$ cat src/rtl/fan_cfg_pkg.sv
// Purpose: shared constants for the fan monitor configuration and status bank
// Assumes: 50 MHz core clock, 8-bit registers on a byte-wide register port
// Notes: times are held in milliseconds and turned into cycle counts here
`default_nettype none

package fan_cfg_pkg;

  // clock rate
  localparam int CLK_HZ = 50_000_000;

  // register offsets
  localparam logic [7:0] ADDR_STATUS = 8'h02;
  localparam logic [7:0] ADDR_CFG4 = 8'h04;
  localparam logic [7:0] ADDR_CFG3 = 8'h3f;

  // config three field positions
  localparam int CFG3_FULLSPEED_BIT = 7;
  localparam int CFG3_REV_MSB = 3;
  localparam int CFG3_REV_LSB = 0;

  // config four field positions
  localparam int CFG4_MODE_BIT = 7;
  localparam int CFG4_PPR_BIT = 6;
  localparam int CFG4_FAST_BIT = 5;
  localparam int CFG4_OL_EN_BIT = 4;

  // fixed read-back pattern of config four reserved bits
  localparam logic [7:0] CFG4_FIXED = 8'h08;

  // reset values of the writable bits and the status flags
  localparam logic CFG3_FULLSPEED_RST = 1'b1;
  localparam logic CFG4_MODE_RST = 1'b0;
  localparam logic CFG4_PPR_RST = 1'b0;
  localparam logic CFG4_FAST_RST = 1'b0;
  localparam logic CFG4_OL_EN_RST = 1'b0;
  localparam logic [7:0] STATUS_RST = 8'h00;

  // status bit positions
  localparam int STAT_REMOTE_FAIL_BIT = 5;
  localparam int STAT_REMOTE_CRIT_BIT = 4;

  // flags that a status read never clears
  localparam logic [7:0] STATUS_NO_RD_CLEAR = 8'h20;

  // pulses per revolution choices
  localparam logic [2:0] PPR_TWO = 3'h2;
  localparam logic [2:0] PPR_FOUR = 3'h4;

  // speed reading refresh intervals
  localparam int FAST_UPDATE_MS = 250;
  localparam int SLOW_UPDATE_MS = 1000;
  localparam int FAST_UPDATE_CYCLES = (CLK_HZ / 1000) * FAST_UPDATE_MS;
  localparam int SLOW_UPDATE_CYCLES = (CLK_HZ / 1000) * SLOW_UPDATE_MS;

  // unmapped read answer
  localparam logic [7:0] UNMAPPED_RDATA = 8'h00;

endpackage : fan_cfg_pkg

`default_nettype wire

$ cat src/rtl/speed_update_timer.sv
// Purpose: one-cycle tick at the speed reading refresh interval
// Assumes: interval select may change at any time
// Notes: a change of select restarts the count so no interval is cut short
`default_nettype none

module speed_update_timer #(
  parameter int FAST_CYCLES = fan_cfg_pkg::FAST_UPDATE_CYCLES,
  parameter int SLOW_CYCLES = fan_cfg_pkg::SLOW_UPDATE_CYCLES
) (
  // clock and reset
  input wire logic clk,
  input wire logic rst,
  // control
  input wire logic fast,
  // tick out
  output logic tick
);

  localparam logic [31:0] FAST_LAST = 32'(FAST_CYCLES - 1);
  localparam logic [31:0] SLOW_LAST = 32'(SLOW_CYCLES - 1);

  logic [31:0] cnt_q;
  logic [31:0] cnt_d;
  logic fast_q;
  logic fast_d;
  logic tick_q;
  logic tick_d;

  // count down the selected interval
  always_comb begin
    fast_d = fast;
    tick_d = 1'b0;
    if (fast != fast_q) begin
      cnt_d = fast ? FAST_LAST : SLOW_LAST;
    end else if (cnt_q == 32'h0) begin
      cnt_d = fast ? FAST_LAST : SLOW_LAST;
      tick_d = 1'b1;
    end else begin
      cnt_d = cnt_q - 32'h1;
    end
  end

  always_ff @(posedge clk) begin
    if (rst) begin
      cnt_q <= SLOW_LAST;
      fast_q <= fan_cfg_pkg::CFG4_FAST_RST;
      tick_q <= 1'b0;
    end else begin
      cnt_q <= cnt_d;
      fast_q <= fast_d;
      tick_q <= tick_d;
    end
  end

  assign tick = tick_q;
endmodule : speed_update_timer

`default_nettype wire

$ cat src/rtl/fan_monitor_config_status_regs.sv
// Purpose: config three, config four and status register bank of the fan monitor
// Assumes: the serial bus front end presents byte accesses as one-cycle strobes
// Notes: read data is captured at the strobe edge and valid one cycle later
//
// Contract
// - enable set: our own overtemp drive forces full fan speed.
// - enable clear: our own overtemp drive does not force full speed.
// - overtemp pin pulled low externally always forces full fan speed; the code sees the pull only while ot_oe_q is clear.
// - config three bits 3:0 are a read-only revision, bit 3 most significant.
// - writes to reserved bits do nothing; they keep their fixed values.
// - pulses per revolution select: zero means two, one means four.
// - fast update bit gives 250 ms refresh, clear gives one second.
// - overlimit enable lets us drive the pin; clear leaves it released.
// - reading the status register clears its flags except stated exceptions.
// - a flag stays set until its condition is gone and it is read.
// - a flag cleared by read sets again next monitor cycle if condition holds.
// - remote sensor failure flag is not a read-to-clear flag.
// - remote sensor failure flag holds until power-on or software reset.
// - remote over critical limit sets its flag and drives overtemp low.
`default_nettype none

module fan_monitor_config_status_regs #(
  parameter int FAST_CYCLES = fan_cfg_pkg::FAST_UPDATE_CYCLES,
  parameter int SLOW_CYCLES = fan_cfg_pkg::SLOW_UPDATE_CYCLES,
  parameter logic [3:0] REVISION = 4'h5 // arbitrary value
) (
  // clock and reset
  input wire logic clk,
  input wire logic rst,
  input wire logic soft_rst,
  // register port
  input wire logic [7:0] reg_addr,
  input wire logic reg_wr,
  input wire logic [7:0] reg_wdata,
  input wire logic reg_rd,
  output logic [7:0] reg_rdata,
  output logic reg_rvalid,
  // monitoring inputs
  input wire logic monitor_tick,
  input wire logic [7:0] limit_cond,
  input wire logic remote_crit_cond,
  input wire logic remote_fail_cond,
  input wire logic overlimit_cond,
  // overtemp open-drain pin, active low
  input wire logic overtemp_pin_i,
  output logic overtemp_pin_o,
  output logic overtemp_pin_oe,
  // overlimit open-drain pin, active low
  output logic overlimit_pin_o,
  output logic overlimit_pin_oe,
  // fan control and speed measurement
  output logic fan_full_speed,
  output logic [2:0] pulses_per_rev,
  output logic fast_speed_update,
  output logic speed_update_tick,
  output logic mode_configured
);

  // configuration state
  logic fullspeed_en_q;
  logic fullspeed_en_d;
  logic mode_q;
  logic mode_d;
  logic ppr_sel_q;
  logic ppr_sel_d;
  logic fast_q;
  logic fast_d;
  logic ol_en_q;
  logic ol_en_d;

  // status and read path state
  logic [7:0] status_q;
  logic [7:0] status_d;
  logic [7:0] rdata_q;
  logic [7:0] rdata_d;
  logic rvalid_q;
  logic rvalid_d;

  // pin and fan state
  logic ot_oe_q;
  logic ot_oe_d;
  logic ol_oe_q;
  logic ol_oe_d;
  logic full_q;
  logic full_d;
  logic [2:0] ppr_q;
  logic [2:0] ppr_d;

  // decoded views
  logic [7:0] cfg3_view;
  logic [7:0] cfg4_view;
  logic [7:0] cond_now;
  logic [7:0] set_mask;
  logic [7:0] clr_mask;
  logic ext_pull;
  logic tick_w;

  // register read-back images
  always_comb begin
    cfg3_view = 8'h00;
    cfg3_view[fan_cfg_pkg::CFG3_FULLSPEED_BIT] = fullspeed_en_q;
    cfg3_view[fan_cfg_pkg::CFG3_REV_MSB:fan_cfg_pkg::CFG3_REV_LSB] = REVISION;
    cfg4_view = fan_cfg_pkg::CFG4_FIXED;
    cfg4_view[fan_cfg_pkg::CFG4_MODE_BIT] = mode_q;
    cfg4_view[fan_cfg_pkg::CFG4_PPR_BIT] = ppr_sel_q;
    cfg4_view[fan_cfg_pkg::CFG4_FAST_BIT] = fast_q;
    cfg4_view[fan_cfg_pkg::CFG4_OL_EN_BIT] = ol_en_q;
  end

  // configuration writes; only writable bits are taken
  always_comb begin
    fullspeed_en_d = fullspeed_en_q;
    mode_d = mode_q;
    ppr_sel_d = ppr_sel_q;
    fast_d = fast_q;
    ol_en_d = ol_en_q;
    if (reg_wr && reg_addr == fan_cfg_pkg::ADDR_CFG3) begin
      fullspeed_en_d = reg_wdata[fan_cfg_pkg::CFG3_FULLSPEED_BIT];
    end
    if (reg_wr && reg_addr == fan_cfg_pkg::ADDR_CFG4) begin
      mode_d = reg_wdata[fan_cfg_pkg::CFG4_MODE_BIT];
      ppr_sel_d = reg_wdata[fan_cfg_pkg::CFG4_PPR_BIT];
      fast_d = reg_wdata[fan_cfg_pkg::CFG4_FAST_BIT];
      ol_en_d = reg_wdata[fan_cfg_pkg::CFG4_OL_EN_BIT];
    end
  end

  always_ff @(posedge clk) begin
    if (rst) begin
      fullspeed_en_q <= fan_cfg_pkg::CFG3_FULLSPEED_RST;
      mode_q <= fan_cfg_pkg::CFG4_MODE_RST;
      ppr_sel_q <= fan_cfg_pkg::CFG4_PPR_RST;
      fast_q <= fan_cfg_pkg::CFG4_FAST_RST;
      ol_en_q <= fan_cfg_pkg::CFG4_OL_EN_RST;
    end else begin
      fullspeed_en_q <= fullspeed_en_d;
      mode_q <= mode_d;
      ppr_sel_q <= ppr_sel_d;
      fast_q <= fast_d;
      ol_en_q <= ol_en_d;
    end
  end

  // present out-of-limit conditions per flag
  always_comb begin
    cond_now = limit_cond;
    cond_now[fan_cfg_pkg::STAT_REMOTE_CRIT_BIT] = remote_crit_cond;
    cond_now[fan_cfg_pkg::STAT_REMOTE_FAIL_BIT] = remote_fail_cond;
  end

  // per-flag set and read-clear terms
  genvar gi;
  generate
    for (gi = 0; gi < 8; gi++) begin : g_flag
      if (gi == fan_cfg_pkg::STAT_REMOTE_FAIL_BIT) begin : g_fail
        // failure latches at once and ignores reads
        assign set_mask[gi] = remote_fail_cond;
        assign clr_mask[gi] = 1'b0;
      end else begin : g_sticky
        assign set_mask[gi] = monitor_tick & cond_now[gi];
        assign clr_mask[gi] = reg_rd & (reg_addr == fan_cfg_pkg::ADDR_STATUS) &
            ~cond_now[gi];
      end
    end
  endgenerate

  // status next value; set wins over a same-cycle clear
  always_comb begin
    status_d = (status_q & ~clr_mask) | set_mask;
    if (soft_rst) begin
      status_d = fan_cfg_pkg::STATUS_RST;
    end
  end

  // read data captured from the current image at the strobe edge
  always_comb begin
    rvalid_d = reg_rd;
    rdata_d = rdata_q;
    if (reg_rd) begin
      case (reg_addr)
        fan_cfg_pkg::ADDR_STATUS: begin
          rdata_d = status_q;
        end
        fan_cfg_pkg::ADDR_CFG3: begin
          rdata_d = cfg3_view;
        end
        fan_cfg_pkg::ADDR_CFG4: begin
          rdata_d = cfg4_view;
        end
        default: begin
          rdata_d = fan_cfg_pkg::UNMAPPED_RDATA;
        end
      endcase
    end
  end

  always_ff @(posedge clk) begin
    if (rst) begin
      status_q <= fan_cfg_pkg::STATUS_RST;
      rdata_q <= 8'h00;
      rvalid_q <= 1'b0;
    end else begin
      status_q <= status_d;
      rdata_q <= rdata_d;
      rvalid_q <= rvalid_d;
    end
  end

  // external pull-low seen only while we release the pin
  assign ext_pull = ~overtemp_pin_i & ~ot_oe_q;

  // pin drive and fan full speed decisions
  always_comb begin
    ot_oe_d = remote_crit_cond;
    ol_oe_d = ol_en_q & (overlimit_cond | status_q[fan_cfg_pkg::STAT_REMOTE_FAIL_BIT]);
    full_d = ext_pull | (ot_oe_q & fullspeed_en_q);
    ppr_d = ppr_sel_q ? fan_cfg_pkg::PPR_FOUR : fan_cfg_pkg::PPR_TWO;
  end

  always_ff @(posedge clk) begin
    if (rst) begin
      ot_oe_q <= 1'b0;
      ol_oe_q <= 1'b0;
      full_q <= 1'b0;
      ppr_q <= fan_cfg_pkg::PPR_TWO;
    end else begin
      ot_oe_q <= ot_oe_d;
      ol_oe_q <= ol_oe_d;
      full_q <= full_d;
      ppr_q <= ppr_d;
    end
  end

  // refresh interval of the speed reading
  speed_update_timer #(
    .FAST_CYCLES(FAST_CYCLES),
    .SLOW_CYCLES(SLOW_CYCLES)
  ) u_timer (
    .clk(clk),
    .rst(rst),
    .fast(fast_q),
    .tick(tick_w)
  );

  // outputs straight from flops, except the two pin data outputs tied low
  assign reg_rdata = rdata_q;
  assign reg_rvalid = rvalid_q;
  assign overtemp_pin_o = 1'b0;
  assign overtemp_pin_oe = ot_oe_q;
  assign overlimit_pin_o = 1'b0;
  assign overlimit_pin_oe = ol_oe_q;
  assign fan_full_speed = full_q;
  assign pulses_per_rev = ppr_q;
  assign fast_speed_update = fast_q;
  assign speed_update_tick = tick_w;
  assign mode_configured = mode_q;
endmodule : fan_monitor_config_status_regs

`default_nettype wire

$ cat config.mk
export PLATFORM = sky130hd
export DESIGN_NAME = fan_monitor_config_status_regs
export DESIGN_NICKNAME = d
export VERILOG_FILES = /design/src/rtl/fan_cfg_pkg.sv /design/src/rtl/speed_update_timer.sv /design/src/rtl/fan_monitor_config_status_regs.sv
export SDC_FILE = /design/constraint.sdc
export NUM_CORES = 1
export LEC_CHECK = 0
export ABC_AREA = 1
export CORE_UTILIZATION = 60
export CTS_BUF_LIST = sky130_fd_sc_hd__clkbuf_16
export DETAILED_ROUTE_END_ITERATION = 8
export DONT_BUFFER_PORTS = 1
export PLACE_DENSITY = 0.75
export RECOVER_POWER = 50
export SKIP_CTS_REPAIR_TIMING = 1
export SYNTH_ARGS = -nofsm -noshare
export SYNTH_HDL_FRONTEND = slang
export SYNTH_SLANG_ARGS = --single-unit
$ cat constraint.sdc
create_clock -name clk -period 1.9 [get_ports clk]
set_input_delay 0.285 -clock clk [delete_from_list [all_inputs] [get_ports clk]]
set_output_delay 0.285 -clock clk [all_outputs]
set_load 0.02 [all_outputs]
Word level (Yosys, flattened, before mapping)
Index checks and enable logic that the tools add are counted.
W data, S select, Z words.
{ "op_classes": {"addsub": 1, "multipliers": 0, "div": 0, "n_lt_le_gt_ge": 0, "eq_ne": 4, "shifts": 0, "n_mux": 6, "bitwise_logic": 32, "n_reduce_logical": 5} }
{ "ops": {"columns": ["op", "count"], "rows": [
  ["$mux W32", 2],
  ["$logic_not A32 Y1", 1],
  ["$sub A32 B1 Y32 const B", 1],
  ["$mux W26", 1],
  ["$pmux W8 S3", 1],
  ["$and A1 B1 Y1", 18],
  ["$not A1 Y1", 9],
  ["$and A8 B8 Y8", 1],
  ["$eq A8 B2 Y1 const B", 1],
  ["$eq A8 B3 Y1 const B", 1],
  ["$eq A8 B6 Y1 const B", 1],
  ["$not A8 Y8", 1],
  ["$or A8 B8 Y8", 1],
  ["$reduce_or A2 Y1", 2],
  ["$mux W3", 1],
  ["$logic_and A1 B1 Y1", 2],
  ["$or A1 B1 Y1", 2],
  ["$mux W1", 1],
  ["$ne A1 B1 Y1", 1]
]} }
{ "totals": {"ff_bits": 62, "latchBits": 0, "ram_bits": 0, "rom_bits": 0, "inputBits": 34, "output_inout_bits": 20, "wordCells": 63, "mem_count": 0} }

Logic depth before layout (Yosys ltp)
{ "logic_depth": {"word_depth": 6, "ltp_mapped": 11, "mapped_depth_nobuf": 11} }

Cells and area by module
From an unflattened synthesis, not the netlist that was laid out.
{ "unflattened": {"hier_cells": 444, "hier_area_um2": 3239.4} }
{ "modules_own_cells": {"columns": ["mod", "n_inst", "cells_per_inst", "area_each_um2", "seq_area_each_um2"], "rows": [
  ["speed_update_timer", 1, 279, 2020.7, 680.7],
  ["fan_monitor_config_status_regs", 1, 165, 1218.7, 540.5]
]} }

Worst setup path before layout
Ideal clock, no wire load.
{ "synth_timing": {"path_type": "reg-to-reg", "from": "reg u_timer.cnt_q[0]", "to": "reg u_timer.cnt_q[30]", "setup_time_ns": 0.114, "arrival_time_ns": 1.280, "required_ns": 1.786, "setup_slack_ns": 0.506, "stages_incl_launch_ff": 9, "path_buffers": 0, "synth_period_minus_slack_ns": 1.394, "cell_sequence": "dfxtp_1 > inv_1 > ha_1 > nand2_1 > nor2_2 > nand2_1 > nor2_1 > xor2_1 > nor2_1"} }
{ "synth_between": {"elab_chain_len": 3, "word_cells_on_any_way": 4, "cone_classes": "add/sub: 1; mux: 2; reduce/logical: 1"} }
{ "synth_rtl": {"columns": ["item", "line_no", "rtl"], "rows": [
  ["start: declaration", "speed_update_timer.sv:22", "logic [31:0] cnt_q;"],
  ["start signal: assignment", "speed_update_timer.sv:49", "cnt_q <= cnt_d;"],
  ["$sub A32 B1 Y32 / $logic_not A32 Y1 (equally long branches)", "speed_update_timer.sv:39, speed_update_timer.sv:35", null],
  ["$mux W32 (*)", "speed_update_timer.sv:35", "end else if (cnt_q == 32'h0) begin"],
  ["$mux W32 (*)", "speed_update_timer.sv:33", "if (fast != fast_q) begin"]
]} }
Mark *: on every way between the ends. The rest lies on a longest branch, timed or not.
A chain may end at the register's enable or synchronous reset.

Final worst setup path
{ "layout_timing": {"from": "reg u_timer.cnt_q[15]", "to": "reg u_timer.cnt_q[25]"} }
The elaborated chain is that of the path after synthesis.

==> summary.md <==
| Metric | Value |
|---|---|
| Status | complete, no violations |
| Core area | 0.00488 sq mm |
| Die area | 0.00552 sq mm |
| Synth area leaders | dfxtp_1 (39%), nand2_1 (13%), nor2_1 (8.3%) |
| Ys flop type | dfxtp_1 |
| Critical path peak fanout | 5 |
| Clock period minus worst slack | 1720 ps |
| Post-synth cell types | 33 |
| Startpoint types | flop |
| VDD IR max | 733 uV |
| WHS Path Cells | 1 |
| Clk Latency, worst-skew pair | 330 ps |
| RR Endpoint | u_timer.cnt_q[25] |
| Tcrit/Tclk final | 90.5% |
| Hold path endpoint | reg_rdata[1] |
| Clk_skew | 4.97 ps |
| Drt total wl | 7.03 mm |
| Clk sinks | 61 |
| Vias per inst | 5.29 |
| # rows | 25 |
| Slew HR | 46.2% |
| Commonest non-fill, non-tap cells in the layout | nand2_1 (111), nor2_1 (70), dfxtp_1 (61), inv_1 (47), nand3_1 (30) |
| Maxcap violations | 0 |
| Clk root buf | clkbuf_16 |
| Final Non-Filler Cells | 531 |
| Clock transition at the registers of the reported paths | 60 ps |
| Crit. End Element | flop |
| Sequential cell area | 0.00122 sq mm |
| H-tree depth | 3 |
| Grt ovf | 0 |
| Register area share after synthesis | 38.9% |
| Layout cells sized above 1 | 13.6% |
| Post-DP HPWL | 5.11 mm |
| R2R Path Start | u_timer.cnt_q[15] |
| Area Overhead vs Synth | 11.4% |
| I/O Buffers | 0 |
| Horiz. Die Dim | 74.3 microns |
| Critical Path RT | 2180 ps |
| Syn Inst Count | 452 |
| Post-synthesis register bit count | 61 |
| Yosys Warn Count | 0 |
| Gp weighted congestion | 0.873 |
| Final Util | 71.6% |
| Commonest non-fill, non-tap cell in the layout | nand2_1 |
| Inst Count DP | 515 |
| Max Clock Freq | 581 MHz |
| Setup Viol. Count Final | 0 |
| Least-Margin Pin Slew | 802 ps |
| Vias in the first global route | 2606 |
| CP Class | reg -> reg |
| Leading area contributor after synthesis | dfxtp_1 |
| Min-Delay Path Class | in -> reg |
| Worst reg-to-reg path cell count | 7 |
| Worst hold slack | 15.1 ps |
| I/O Pins | 54 |
| Setup TNS | 0 ps |
| Fill count | 442 |
| Max clock buf depth | 2 |
| EDFF count, synth | 0 |
| LEAKAGE | 1.49 nW |
| R2R setup slack | 180 ps |
| Yosys top cell area share | 38.9% |
| Antenna violations before repair | 0 |
| Arrival @ worst endpoint | 2000 ps |
| Slew Limit Fails | 0 |
| Nets@finish | 495 |
| DR vias | 2807 |
| Async SR Flop Fraction | 0% |
| CTS buffer count | 9 |
| Area of the multi-input gates | 0.00166 sq mm |
| Synth Area per Inst | 6.94 sq um |
| Die Ht | 74.3 microns |
| CTS tree | done |
| TritonRoute pass-1 iters | 4 |
| Setup Slack @ Placement | 237 ps |
| Post-route ant nets | 0 |
| Total Routing Usage GR | 28.0% |
| Synthesized area | 0.00314 sq mm |
| Starting Density | 64.3% |
| Hold_sp | rst |
| Final Hold Vio Count | 0 |
| Drt drc | 0 |
| Fin worst setup slack | 180 ps |
| Antenna Cells | 0 |
| 1st-iter DRT viols | 153 |
| Pin count of the biggest net entering global routing | 18 |
| First-pass GRT wire length | 11.5 mm |
| Routed length per instance | 13.2 microns |
| PwrDens | 908 mW/mm^2 |
| RSZ-0062 raised after global routing | no |
[registers in the layout, summed over array words and instances (netlist names), 2 cells and up]
register / flops
pulses_per_rev: 2
reg_rdata: 8
status_q: 8
u_timer.cnt_q: 32
[area by class of cell]
| class | instances | area share, % |
|---|---|---|
| Clock inverter | 7 | 2.83 |
| Timing Repair Buffer | 2 | 0.430 |
| Multi-Input combinational cell | 334 | 47.5 |
| Tap cell | 67 | 2.40 |
| Clock buffer | 9 | 6.44 |
| Inverter | 51 | 5.48 |
| Sequential cell | 61 | 34.9 |
[layer usage]
layer / vias to the layer above / GRT usage [%] / routed length (microns)
li1: 1443 / - / -
met1: 1282 / 30.7 / 2920
met2: 70 / 49.5 / 3570
met3: 12 / 10.8 / 419
met4: 0 / 9.22 / 120
met5: - / 0 / 0
[how the worst max path moves through the flow]
stage	depth (start not counted)	endpoint	start	slack, ps
detailed placement	10	u_timer.cnt_q[4]	u_timer.cnt_q[0]	240
CTS	10	u_timer.cnt_q[4]	u_timer.cnt_q[0]	210
floorplan	8	u_timer.cnt_q[30]	u_timer.cnt_q[0]	510
global placement	10	u_timer.cnt_q[4]	u_timer.cnt_q[0]	250
global route	7	ol_en_q	reg_addr[7]	80
finish	7	u_timer.cnt_q[25]	u_timer.cnt_q[15]	180
[Yosys cell counts (3+ instances only)]
cell        n
inv_2       3
buf_4       4
nand2_2    15
xnor2_1     6
nor2_1     69
nor2_4      5
nand2_1   109
o21ai_0    27
nand3_2     4
nand3_1    30
nand3b_1    5
dfxtp_1    61
inv_1      47
nor2_2     15
xor2_1      7
nand4_1     7
a31oi_1     3
a21oi_1    12
nor3_1      6
[critical path, cell delays in order (launching register included)]
cell	delay, ps
dfxtp_1	330
nor2_1	250
nand2_1	160
nor2_1	210
nand4_1	340
nand3_1	220
nand2_1	90
nand2_1	60
[power by group]
group	switching (W)	internal, W	leakage [nW]
Sequential	0.0000166	0.00130	0.494
Clock	0.000617	0.00115	0.156
Combinational	0.0000639	0.0000270	0.837
[per-stage QoR]
step	total power, W	instance area (sq um)
3_5_place_dp	0.00143	3190
4_1_cts	0.00319	3510
6_report	0.00317	3490
2_1_floorplan	0.00143	3140
5_1_grt	0.00325	3490
3_3_place_gp	0.00143	3190
[kinds of logic after synthesis]
kind of cell               Yosys count  share of synthesized area, %
buffers and inverters               59                          7.82
AOI/OAI and AO/OA                   45                          7.66
adders and majority gates            2                         0.798
xor gates and xnor gates            13                          3.63
DFF                                 61                          38.9
other                                1                         0.120
and+or+nand+nor                    271                          41.0
No activity file was read; power rests on OpenSTA's default activity.
